**src/common/status_pkg.sv**
```systemverilog
// constants, types and decoders shared by the status flag block
// Summary of operation
// - The status register answers at four mirror indices, one per bank.
// - In subtraction carry and nibble carry mean "no borrow" when set.
// - Subtraction adds the two's complement of the subtrahend.
// - Rotates through carry load carry with the bit shifted out.
// - Reset clears the bank bits, sets both reset-cause flags.
// - A flag-updating result aimed at status loses to the flag update.
// - Writes never reach the two reset-cause flags.
package status_pkg;
   localparam int ADDR_W = 12;
   localparam int AXI_DW = 32;
   localparam int DATA_W = 8;
   localparam int IDX_W = 10;
   localparam int IDX_LSB = 2;
   // register indices; byte address is index times four
   localparam logic [IDX_W-1:0] STATUS_IDX_B0 = 10'h003;
   localparam logic [IDX_W-1:0] STATUS_IDX_B1 = 10'h083;
   localparam logic [IDX_W-1:0] STATUS_IDX_B2 = 10'h103;
   localparam logic [IDX_W-1:0] STATUS_IDX_B3 = 10'h183;
   localparam logic [IDX_W-1:0] CMD_IDX = 10'h004;
   localparam logic [IDX_W-1:0] RESULT_IDX = 10'h005;
   localparam logic [IDX_W-1:0] XLATE_IDX = 10'h006;
   // status bit positions
   localparam int IND_BANK_BIT = 7;
   localparam int DBANK_HI_BIT = 6;
   localparam int DBANK_LO_BIT = 5;
   localparam int EXPIRY_BIT = 4;
   localparam int SLEEP_BIT = 3;
   localparam int Z_BIT = 2;
   localparam int DC_BIT = 1;
   localparam int C_BIT = 0;
   localparam logic [DATA_W-1:0] STATUS_RST = 8'h18;
   localparam logic [DATA_W-1:0] STATUS_WR_MASK = 8'hE7;
   // command word layout
   localparam int CMD_A_LSB = 0;
   localparam int CMD_B_LSB = 8;
   localparam int CMD_OP_LSB = 16;
   localparam int CMD_OP_W = 4;
   localparam int CMD_DEST_BIT = 24;
   localparam logic [3:0] STRB_ALL = 4'hF;
   // address translation layout
   localparam int DIR_OFS_W = 7;
   localparam int XL_MODE_BIT = 8;
   localparam int BANK_ADDR_W = 9;
   localparam int NIB_W = 4;
   localparam logic [1:0] RESP_OKAY = 2'h0;
   localparam logic [1:0] RESP_SLVERR = 2'h2;

   typedef enum logic [3:0] {
      OP_ADD = 4'h0, OP_SUB = 4'h1, OP_AND = 4'h2, OP_IOR = 4'h3,
      OP_XOR = 4'h4, OP_ROR = 4'h5, OP_ROL = 4'h6, OP_CLR = 4'h7,
      OP_MOV = 4'h8, OP_SWAP = 4'h9, OP_COM = 4'hA, OP_INC = 4'hB,
      OP_DEC = 4'hC
   } alu_op_e;

   typedef enum logic [2:0] {
      SEL_NONE = 3'h0, SEL_STATUS = 3'h1, SEL_CMD = 3'h2,
      SEL_RESULT = 3'h3, SEL_XLATE = 3'h4
   } reg_sel_e;

   // shared by the read and write paths
   function automatic reg_sel_e reg_decode(input logic [ADDR_W-1:0] addr);
      logic [IDX_W-1:0] idx;
      idx = addr[ADDR_W-1:IDX_LSB];
      if (idx == STATUS_IDX_B0 || idx == STATUS_IDX_B1 ||
          idx == STATUS_IDX_B2 || idx == STATUS_IDX_B3) begin
         return SEL_STATUS;
      end
      else if (idx == CMD_IDX) begin
         return SEL_CMD;
      end
      else if (idx == RESULT_IDX) begin
         return SEL_RESULT;
      end
      else if (idx == XLATE_IDX) begin
         return SEL_XLATE;
      end
      return SEL_NONE;
   endfunction : reg_decode
endpackage : status_pkg

```
**src/common/alu_if.sv**
```systemverilog
// operand and flag bundle between the status core and its alu
`timescale 1ns/1ns
interface alu_if;
   status_pkg::alu_op_e op;
   logic [status_pkg::DATA_W-1:0] a;
   logic [status_pkg::DATA_W-1:0] b;
   logic cin;
   logic [status_pkg::DATA_W-1:0] result;
   logic z;
   logic dc;
   logic c;
   logic aff_z;
   logic aff_dc;
   logic aff_c;
   modport core (output op, a, b, cin,
                 input result, z, dc, c, aff_z, aff_dc, aff_c);
   modport alu (input op, a, b, cin,
                output result, z, dc, c, aff_z, aff_dc, aff_c);
endinterface : alu_if

```
**src/verilog/cpu_status_flags.sv**
```systemverilog
// status register core with alu, reset-cause flags and an axi4-lite slave
`timescale 1ns/1ns
module cpu_status_flags (
   input wire logic aclk, // 100 MHz clock
   input wire logic aresetn, // synchronous reset, low
   input wire logic [status_pkg::ADDR_W-1:0] awaddr, // write address
   input wire logic awvalid, // write address valid
   output logic awready, // write address ready
   input wire logic [status_pkg::AXI_DW-1:0] wdata, // write data
   input wire logic [3:0] wstrb, // write byte strobes
   input wire logic wvalid, // write data valid
   output logic wready, // write data ready
   output logic [1:0] bresp, // write response
   output logic bvalid, // write response valid
   input wire logic bready, // write response ready
   input wire logic [status_pkg::ADDR_W-1:0] araddr, // read address
   input wire logic arvalid, // read address valid
   output logic arready, // read address ready
   output logic [status_pkg::AXI_DW-1:0] rdata, // read data
   output logic [1:0] rresp, // read response
   output logic rvalid, // read data valid
   input wire logic rready, // read data ready
   input wire logic wdt_expired, // watchdog timed out, pulse
   input wire logic sleep_exec, // sleep executed, pulse
   input wire logic wdt_clear, // watchdog cleared, pulse
   output logic [1:0] direct_bank, // direct addressing bank
   output logic indirect_bank, // indirect addressing half
   output logic [status_pkg::DATA_W-1:0] status_flags // live status byte
);
   // write channel state
   logic aw_full_q, aw_full_d;
   logic w_full_q, w_full_d;
   logic [status_pkg::ADDR_W-1:0] awaddr_q, awaddr_d;
   logic [status_pkg::AXI_DW-1:0] wdata_q, wdata_d;
   logic [3:0] wstrb_q, wstrb_d;
   logic awready_q, awready_d;
   logic wready_q, wready_d;
   logic bvalid_q, bvalid_d;
   logic [1:0] bresp_q, bresp_d;
   logic do_wr;
   status_pkg::reg_sel_e wsel;

   // read channel state
   logic arready_q, arready_d;
   logic rvalid_q, rvalid_d;
   logic [status_pkg::AXI_DW-1:0] rdata_q, rdata_d;
   logic [1:0] rresp_q, rresp_d;
   logic ar_hs;
   status_pkg::reg_sel_e rsel;

   // core state
   logic [status_pkg::DATA_W-1:0] status_q, status_d;
   logic [status_pkg::DATA_W-1:0] result_q, result_d;
   logic [status_pkg::DATA_W-1:0] xl_ofs_q, xl_ofs_d;
   logic xl_ind_q, xl_ind_d;
   logic exec;
   logic dest_st;
   logic [status_pkg::DATA_W-1:0] merged;
   logic [status_pkg::BANK_ADDR_W-1:0] bank_addr;

   alu_if alu ();

   status_alu u_alu (
      .port (alu.alu)
   );

   // outputs come straight from the registers
   assign awready = awready_q;
   assign wready = wready_q;
   assign bvalid = bvalid_q;
   assign bresp = bresp_q;
   assign arready = arready_q;
   assign rvalid = rvalid_q;
   assign rdata = rdata_q;
   assign rresp = rresp_q;
   assign status_flags = status_q;
   assign direct_bank =
      status_q[status_pkg::DBANK_HI_BIT:status_pkg::DBANK_LO_BIT];
   assign indirect_bank = status_q[status_pkg::IND_BANK_BIT];

   // address and data are held independently, so either may come first
   always_comb begin
      do_wr = aw_full_q && w_full_q && !bvalid_q;
      wsel = status_pkg::reg_decode(awaddr_q);
      aw_full_d = aw_full_q;
      awaddr_d = awaddr_q;
      w_full_d = w_full_q;
      wdata_d = wdata_q;
      wstrb_d = wstrb_q;
      bvalid_d = bvalid_q;
      bresp_d = bresp_q;
      if (awvalid && awready_q) begin
         aw_full_d = 1'b1;
         awaddr_d = awaddr;
      end
      if (wvalid && wready_q) begin
         w_full_d = 1'b1;
         wdata_d = wdata;
         wstrb_d = wstrb;
      end
      if (bvalid_q && bready) begin
         bvalid_d = 1'b0;
      end
      if (do_wr) begin
         aw_full_d = 1'b0;
         w_full_d = 1'b0;
         bvalid_d = 1'b1;
         bresp_d = (wsel == status_pkg::SEL_NONE) ?
                   status_pkg::RESP_SLVERR : status_pkg::RESP_OKAY;
      end
      awready_d = !aw_full_d;
      wready_d = !w_full_d;
   end

   always_ff @(posedge aclk) begin
      if (!aresetn) begin
         aw_full_q <= 1'b0;
         w_full_q <= 1'b0;
         awaddr_q <= '0;
         wdata_q <= '0;
         wstrb_q <= 4'h0;
         awready_q <= 1'b1;
         wready_q <= 1'b1;
         bvalid_q <= 1'b0;
         bresp_q <= status_pkg::RESP_OKAY;
      end
      else begin
         aw_full_q <= aw_full_d;
         w_full_q <= w_full_d;
         awaddr_q <= awaddr_d;
         wdata_q <= wdata_d;
         wstrb_q <= wstrb_d;
         awready_q <= awready_d;
         wready_q <= wready_d;
         bvalid_q <= bvalid_d;
         bresp_q <= bresp_d;
      end
   end

   // status, alu execution and the bank translator
   always_comb begin
      // a partial-strobe command is ignored rather than half executed
      exec = do_wr && (wsel == status_pkg::SEL_CMD) &&
             (wstrb_q == status_pkg::STRB_ALL);
      dest_st = wdata_q[status_pkg::CMD_DEST_BIT];
      alu.op = status_pkg::alu_op_e'(
         wdata_q[status_pkg::CMD_OP_LSB +: status_pkg::CMD_OP_W]);
      alu.a = wdata_q[status_pkg::CMD_A_LSB +: status_pkg::DATA_W];
      // with status as destination the file operand is status itself
      alu.b = dest_st ? status_q
            : wdata_q[status_pkg::CMD_B_LSB +: status_pkg::DATA_W];
      alu.cin = status_q[status_pkg::C_BIT];
      status_d = status_q;
      result_d = result_q;
      xl_ofs_d = xl_ofs_q;
      xl_ind_d = xl_ind_q;
      merged = status_q;
      if (do_wr && wsel == status_pkg::SEL_STATUS && wstrb_q[0]) begin
         status_d = (status_q & ~status_pkg::STATUS_WR_MASK) |
                    (wdata_q[status_pkg::DATA_W-1:0] &
                     status_pkg::STATUS_WR_MASK);
      end
      if (do_wr && wsel == status_pkg::SEL_XLATE && wstrb_q[1:0] == 2'h3)
      begin
         xl_ofs_d = wdata_q[status_pkg::DATA_W-1:0];
         xl_ind_d = wdata_q[status_pkg::XL_MODE_BIT];
      end
      if (exec) begin
         result_d = alu.result;
         if (dest_st) begin
            merged = (status_q & ~status_pkg::STATUS_WR_MASK) |
                     (alu.result & status_pkg::STATUS_WR_MASK);
         end
         // the flag update overrides the stored result bit for bit
         if (alu.aff_z) begin
            merged[status_pkg::Z_BIT] = alu.z;
         end
         if (alu.aff_dc) begin
            merged[status_pkg::DC_BIT] = alu.dc;
         end
         if (alu.aff_c) begin
            merged[status_pkg::C_BIT] = alu.c;
         end
         status_d = merged;
      end
      // reset-cause flags move only on core events; expiry wins last
      if (wdt_clear) begin
         status_d[status_pkg::EXPIRY_BIT] = 1'b1;
         status_d[status_pkg::SLEEP_BIT] = 1'b1;
      end
      if (sleep_exec) begin
         status_d[status_pkg::EXPIRY_BIT] = 1'b1;
         status_d[status_pkg::SLEEP_BIT] = 1'b0;
      end
      if (wdt_expired) begin
         status_d[status_pkg::EXPIRY_BIT] = 1'b0;
      end
      // direct: two bank bits over 7 offset bits; indirect: one over 8
      if (xl_ind_q) begin
         bank_addr = {status_q[status_pkg::IND_BANK_BIT], xl_ofs_q};
      end
      else begin
         bank_addr = {
            status_q[status_pkg::DBANK_HI_BIT:status_pkg::DBANK_LO_BIT],
            xl_ofs_q[status_pkg::DIR_OFS_W-1:0]};
      end
   end

   always_ff @(posedge aclk) begin
      if (!aresetn) begin
         status_q <= status_pkg::STATUS_RST;
         result_q <= 8'h00;
         xl_ofs_q <= 8'h00;
         xl_ind_q <= 1'b0;
      end
      else begin
         status_q <= status_d;
         result_q <= result_d;
         xl_ofs_q <= xl_ofs_d;
         xl_ind_q <= xl_ind_d;
      end
   end

   // one read at a time; arready drops until the data is taken
   always_comb begin
      ar_hs = arvalid && arready_q;
      rsel = status_pkg::reg_decode(araddr);
      arready_d = arready_q;
      rvalid_d = rvalid_q;
      rdata_d = rdata_q;
      rresp_d = rresp_q;
      if (rvalid_q && rready) begin
         rvalid_d = 1'b0;
         arready_d = 1'b1;
      end
      if (ar_hs) begin
         arready_d = 1'b0;
         rvalid_d = 1'b1;
         rresp_d = status_pkg::RESP_OKAY;
         unique case (rsel)
            status_pkg::SEL_STATUS: rdata_d = {24'h000000, status_q};
            status_pkg::SEL_RESULT: rdata_d = {24'h000000, result_q};
            status_pkg::SEL_XLATE: rdata_d = {23'h000000, bank_addr};
            status_pkg::SEL_CMD: rdata_d = 32'h00000000;
            default: begin
               rdata_d = 32'h00000000;
               rresp_d = status_pkg::RESP_SLVERR;
            end
         endcase
      end
   end

   always_ff @(posedge aclk) begin
      if (!aresetn) begin
         arready_q <= 1'b1;
         rvalid_q <= 1'b0;
         rdata_q <= 32'h00000000;
         rresp_q <= status_pkg::RESP_OKAY;
      end
      else begin
         arready_q <= arready_d;
         rvalid_q <= rvalid_d;
         rdata_q <= rdata_d;
         rresp_q <= rresp_d;
      end
   end
endmodule : cpu_status_flags

```
**src/verilog/status_alu.sv**
```systemverilog
// combinational alu producing a result and the three arithmetic flags
`timescale 1ns/1ns
module status_alu (
   alu_if.alu port // operands in, result and flags out
);
   logic [status_pkg::DATA_W:0] sum;
   logic [status_pkg::NIB_W:0] nib;
   logic [status_pkg::DATA_W-1:0] addend;
   logic is_sub;

   // one shared adder serves add and subtract; a second 5-bit adder gives the nibble carry
   always_comb begin
      is_sub = (port.op == status_pkg::OP_SUB);
      addend = is_sub ? ~port.a : port.a;
      sum = {1'b0, port.b} + {1'b0, addend} + {8'h00, is_sub};
      nib = {1'b0, port.b[status_pkg::NIB_W-1:0]}
          + {1'b0, addend[status_pkg::NIB_W-1:0]} + {4'h0, is_sub};
   end

   // per-operation result and which flags it owns
   always_comb begin
      port.result = port.b;
      port.c = port.cin;
      port.dc = 1'b0;
      port.aff_z = 1'b0;
      port.aff_dc = 1'b0;
      port.aff_c = 1'b0;
      unique case (port.op)
         status_pkg::OP_ADD, status_pkg::OP_SUB: begin
            // carry out of an added complement is the inverted borrow
            port.result = sum[status_pkg::DATA_W-1:0];
            port.c = sum[status_pkg::DATA_W];
            port.dc = nib[status_pkg::NIB_W];
            port.aff_z = 1'b1;
            port.aff_dc = 1'b1;
            port.aff_c = 1'b1;
         end
         status_pkg::OP_AND: begin
            port.result = port.a & port.b;
            port.aff_z = 1'b1;
         end
         status_pkg::OP_IOR: begin
            port.result = port.a | port.b;
            port.aff_z = 1'b1;
         end
         status_pkg::OP_XOR: begin
            port.result = port.a ^ port.b;
            port.aff_z = 1'b1;
         end
         status_pkg::OP_ROR: begin
            port.result = {port.cin, port.b[7:1]};
            port.c = port.b[0];
            port.aff_c = 1'b1;
         end
         status_pkg::OP_ROL: begin
            port.result = {port.b[6:0], port.cin};
            port.c = port.b[7];
            port.aff_c = 1'b1;
         end
         status_pkg::OP_CLR: begin
            port.result = 8'h00;
            port.aff_z = 1'b1;
         end
         status_pkg::OP_MOV: port.result = port.a;
         status_pkg::OP_SWAP: port.result = {port.b[3:0], port.b[7:4]};
         status_pkg::OP_COM: begin
            port.result = ~port.b;
            port.aff_z = 1'b1;
         end
         status_pkg::OP_INC: begin
            port.result = port.b + 8'h01;
            port.aff_z = 1'b1;
         end
         status_pkg::OP_DEC: begin
            port.result = port.b - 8'h01;
            port.aff_z = 1'b1;
         end
         default: port.result = port.b; // unused codes pass f untouched
      endcase
      port.z = (port.result == 8'h00);
   end
endmodule : status_alu
```
**config.mk**
```make
export PLATFORM = sky130hd
export DESIGN_NAME = cpu_status_flags
export DESIGN_NICKNAME = d
export VERILOG_FILES = /design/src/common/status_pkg.sv /design/src/common/alu_if.sv /design/src/verilog/cpu_status_flags.sv /design/src/verilog/status_alu.sv
export SDC_FILE = /design/constraint.sdc
export NUM_CORES = 1
export LEC_CHECK = 0
export BUFFER_PORTS_ARGS = -buffer_cell sky130_fd_sc_hd__buf_2
export CAP_MARGIN = 20
export CORE_ASPECT_RATIO = 1.4
export CORE_UTILIZATION = 40
export DETAILED_ROUTE_END_ITERATION = 8
export GPL_TIMING_DRIVEN = 0
export SYNTH_ARGS = -nofsm -noshare
export SYNTH_HDL_FRONTEND = slang
export SYNTH_SLANG_ARGS = --single-unit
```
**constraint.sdc**
```tcl
create_clock -name aclk -period 3.3 [get_ports aclk]
set_input_delay 0.66 -clock aclk [delete_from_list [all_inputs] [get_ports aclk]]
set_output_delay 0.66 -clock aclk [all_outputs]
set_load 0.01 [all_outputs]
```
* Word-level counts from Yosys, hierarchy flattened *
Index checks and enable logic that the tools add are counted.

cells by class
  reduce and logical (&&, ||, !) cells = 40
  equality and inequality tests = 42
  add/sub/neg operators = 6
  bitwise gates (word level) = 7
  multiplexer cells = 49

operators by type and width
  kind                                                   count
  case mux 8 bit (12 select lines)                       1
  equality test 10 x 3 -> 1 bit (second input constant)  6
  equality test 10 x 9 -> 1 bit (second input constant)  4
  two-way mux 8 bit                                      5
  two-way mux 3 bit                                      10
  case mux 9 bit (3 select lines)                        1
  two-way mux 1 bit                                      26
  equality test 4 bit (second input constant)            6
  equality test 10 x 2 -> 1 bit (second input constant)  2
  equality test 10 x 8 -> 1 bit (second input constant)  2
  equality test 4 x 3 -> 1 bit (second input constant)   4
  inverter 8 bit                                         2
  OR 5 x 8 -> 8 bit                                      2
  logical AND 1 bit                                      13
  AND reduction 2 bit                                    5
  adder 8 x 8 -> 9 bit                                   1
  adder 9 x 1 -> 9 bit                                   1
  equality test 3 x 2 -> 1 bit (second input constant)   3
  two-way mux 9 bit                                      1
  != test 3 x 2 -> 1 bit (second input constant)         3
  OR reduction 9 bit                                     1
  adder 8 x 1 -> 8 bit (second input constant)           1
  AND 8 bit                                              1
  equality test 4 x 2 -> 1 bit (second input constant)   2
  26 further kinds                                       41

word-level totals
  input port bits = 70
  output and inout port bits = 52
  logic and storage cells = 166
  bits in registers = 109

* Depth between registers and ports, before layout *
  depth after elaboration = 14
  gate-level depth with buffers = 13
  depth with buffers taken out = 11

* Cells and area by module *
Synthesis repeated with hierarchy kept, for this count alone.

unflattened totals
  cells, all modules = 746
  area total of the unflattened synthesis = 5665.4 sq um

modules (own cells, without submodules)
  module            area each (sq um)  cells each  times used
  cpu_status_flags  3608.5             447         1
  status_alu        2057.0             299         1

* Worst setup path before layout *
No wires, ideal clock.

  path type = reg2reg
  start point = register wdata_q[17] (netlist name)
  end point = register status_q (netlist bit status_flags[2])
  cell stages (with the launch flop) = 14
  setup slack = -98 ps
  arrival time = 3314 ps
  required time = 3216 ps
  cell sequence = dfxtp_1 -> clkbuf_1 -> nor4b_1 -> buf_2 -> xnor2_1 -> inv_1 -> fa_1 -> xnor2_1 -> a222oi_1 -> o21a_1 -> o221ai_1 -> or4_1 -> or3_1 -> o31ai_2

between the ends
  cells in the longest elaborated chain, start to end = 9

ends and longest elaborated chain
  item                              RTL line                            text
  from (decl)                       cpu_status_flags.sv:34              logic [status_pkg::AXI_DW-1:0] wdata_q, wdata_d;
  from (signal assigned)            cpu_status_flags.sv:131             wdata_q <= wdata_d;
  equality test 4 x 1 -> 1 bit      status_alu.sv:13, status_alu.sv:28
  two-way mux 8 bit                 status_alu.sv:14                    addend = is_sub ? ~port.a : port.a;
  adder 8 x 8 -> 9 bit              status_alu.sv:15                    sum = {1'b0, port.b} + {1'b0, addend} + {8'h00, is_sub};
  adder 9 x 1 -> 9 bit              status_alu.sv:15
  case mux 8 bit (12 select lines)  status_alu.sv:28                    unique case (port.op)
  OR 5 x 8 -> 8 bit                 cpu_status_flags.sv:171             merged = (status_q & ~status_pkg::STATUS_WR_MASK) |
  two-way mux 8 bit                 cpu_status_flags.sv:170             if (dest_st) begin
  two-way mux 1 bit                 cpu_status_flags.sv:175             if (alu.aff_z) begin
  two-way mux 8 bit                 cpu_status_flags.sv:168             if (exec) begin
  to (signal assigned)              cpu_status_flags.sv:211             status_q <= status_pkg::STATUS_RST;
  to (signal assigned)              cpu_status_flags.sv:217             status_q <= status_d;
  to (decl)                         cpu_status_flags.sv:52              logic [status_pkg::DATA_W-1:0] status_q, status_d;

Parallel ways exist; a longest one is shown, timed or not. The select of a mux whose other input is x is not followed.
A chain may end at the register's enable or synchronous reset.

* Worst setup path in the final report *
  start point = register wdata_q[18] (netlist name)
  end point = register status_q (netlist bit status_flags[2])

Same word-level chain as after synthesis.

==> qor.yml <==
final_critical_path_setup_slack_ps: -191
final.period_utilization_pct: 106
ant_diodes: 0
synth_top_area_share_pct: 28.2
max_cap_viol_count: 0
fill_cells: 1365
place.detailed.hpwl_mm: 15.0
via_per_inst: 5.59
worst_r2r_path_depth: 13
timing.hold.worst_path_depth: 2
synth_top_flop_cell: "dfxtp_1"
cts_root_buffer: "clkbuf_16"
r2r_end: "status_flags[2]$_SDFFE_PN0P_"
vias_in_the_first_global_route: 5440
synth-edff-count: 0
setup_viol: 2
final_area_um2: 6950
grt_pass1_wl_mm: 30.0
yosys_warnings: 0
cts_tree: "done"
powerDensity_nw_per_um2: 401
top_level_ports: 122
fraction_of_synthesis_flops_using_an_asynchronous_set_or_reset_pin_pct: 0
layout-drive-gt1-share_pct: 25.4
cts_num_sinks: 78
worst-r2r-setup-slack_ps: -190
grt.overflow.total: 0
postSynthCellCount: 709
area_growth_syn_to_layout_pct: 25.7
dpl-instance-area_um2: 6290
fp.dieH_um: 141
tritoncts.num_buffers: 9
worst_hold_endpoint: "awaddr_q[6]$_SDFFE_PN0P_"
number_of_hold_slack_violations_in_the_final_timing_report: 0
cts_h_tree_depth: 3
post_synth_instance_area_um2: 5530
die-width_um: 101
cts_hold_repair.buffers: 0
ys_top_cells_by_count: "nand2_1 (116), dfxtp_1 (78), nor2_1 (44)"
insertion_delay_ps: 340
placement_rows: 50
hold_path_startpoint: "awaddr_q[6]$_SDFFE_PN0P_"
design.die.area_um2: 14300
wl_mm: 19.8
worst-slew-pin-transition_ps: 923
grt_antenna_before_repair: 0
post_drt_wl_per_cell_um: 19.2
cts.path.max_buffers: 2
grt_usage_pct: 27.9
worstHoldPathType: "reg2reg"
crit_required_ps: 3540
post-layout-total-power_mw: 2.79
outcome: "finished with violations"
hold_ws_ps: 466
synth.top_cells.by_area: "dfxtp_1 (28%), nand2_1 (7.9%), ha_1 (6.1%)"
post_synthesis_mean_instance_area_um2: 7.80
failed_checks: "setup timing"
totalNegativeSetupSlack_ps: -283
crit_path_start_kind: "flop"
fraction_of_the_yosys_area_taken_by_sequential_cells_pct: 28.2
critPathMaxFanout: 3
layout_min_cycle_time_ps: 3490
reg2reg_from: "wdata_q[18]$_SDFFE_PN0P_"
ys_seq_elements: 78
setup.worst_path.class: "reg2reg"
grt_max_degree: 15
core_area_um2: 13500
cts.reportedPaths.clkPinSlew_ps: 60
max_freq_mhz: 286
leakage_nw: 2.94
unrepaired_setup_endpoints_after_global_routing: "true"
max-vdd-ir-drop_v: 0.000270
end_kind: "flop"
cp.arrival_ps: 3740
starting_density_of_the_core_pct: 41.1
cell_type_with_the_largest_total_area_after_synthesis: "dfxtp_1"
yosys.cell_count.top_type: "nand2_1"
routabilityCongestion: 0.922
drt_iter0_drc: 428
numPortBuffers: 81
num-nets-final: 943
slew_violations: 0
detailroute.via_count: 5764
yosys.cell_types.count: 73
worst_clock_skew_ps: 9.94
timing.slew.headroom_pct: 38.3
drc: 0
drt_pass1_iterations: 6
ant_nets: 0
final_core_utilization_pct: 51.7
-- stage by stage --
step                instances  worst slack [ps]
detailed placement        998              -990
global placement          996              -939
global route             1031              -331
CTS                      1021              -149
floorplan                 733              6.70
finish                   1031              -191
-- layout make-up --
class                      instances  area, µm²  area share [%]
buffer                            67        399            5.74
timing repair buffer             102        566            8.14
tap                              182        228            3.28
inverter                          29        115            1.66
sequential                        78       1570            22.5
clock inverter                     7       95.1            1.37
multi-input combinational        557       3760            54.1
clock buffer                       9        225            3.24
-- how the worst max path moves through the flow --
stage / from / end / slack [ps] / cells past startpoint
detailed placement: wdata_q[24]$_SDFFE_PN0P_ / status_flags[2]$_SDFFE_PN0P_ / -990 / 11
floorplan: wdata_q[17]$_SDFFE_PN0P_ / status_flags[2]$_SDFFE_PN0P_ / 7 / 13
CTS: wdata_q[18]$_SDFFE_PN0P_ / status_flags[2]$_SDFFE_PN0P_ / -150 / 13
global placement: wdata_q[24]$_SDFFE_PN0P_ / status_flags[2]$_SDFFE_PN0P_ / -940 / 11
finish: wdata_q[18]$_SDFFE_PN0P_ / status_flags[2]$_SDFFE_PN0P_ / -190 / 13
global route: wdata_q[18]$_SDFFE_PN0P_ / status_flags[2]$_SDFFE_PN0P_ / -330 / 13
-- state kept, by name, indices dropped and copies added (netlist names), 4 cells and up --
register / flops
wdata_q: 21
result_q: 8
awaddr_q: 10
wstrb_q: 4
xl_ofs_q: 8
rdata: 9
status_flags: 8
-- power breakdown --
group | internal, mW | leakage (nW) | switching [mW]
sequential | 0.981 | 0.638 | 0.0397
clock | 0.665 | 0.156 | 0.409
combinational | 0.286 | 2.14 | 0.410
-- timing repair --
item / in CTS / in global routing
setup buffers: 8 / 11
endpoints found under the setup margin: 12 / 9
pin swaps: 8 / 9
resized for setup: 24 / 15
-- critical path, cell delays in order, from the launching register on --
cell and delay, ps:
dfxtp_2 330, buf_6 120, nor4b_4 330, buf_4 200
xnor2_2 120, inv_1 90, fa_2 410, xnor2_2 170
a222oi_1 290, o21a_1 220, o221ai_4 130, or4_1 440
or3_1 330, o31ai_2 220
-- layer usage --
layer	GRT usage [%]	vias up	wire length, µm
li1	-	2745	-
met1	33.3	2717	7880
met2	47.4	249	9680
met3	4.81	53	1300
met4	13.7	0	903
met5	0	-	0
-- cell usage in the layout (no fill, tap or decap), types with 11 or more instances in the layout --
master      n
a21oi_1    30
clkbuf_1   22
conb_1     25
ha_1       24
inv_1      26
o21ai_0    37
buf_4      49
buf_2      93
nor2b_1    20
and2_1     16
nand2_1   116
nor2_1     44
nor3_1     18
a21boi_0   43
a222oi_1   11
dfxtp_1    75
-- kinds of logic after synthesis --
group | count (synthesis) | share of synthesized area (%)
AND/OR/NAND/NOR | 276 | 24.6
buffers and inverters | 98 | 9.16
other | 1 | 0.0678
flip-flops | 78 | 28.2
adder cells (fa/ha/maj) | 29 | 6.83
multiplexers | 17 | 3.91
XOR/XNOR | 12 | 1.90
AO/OA/AOI/OAI | 198 | 25.3
Power figures use the tool's default switching activity.
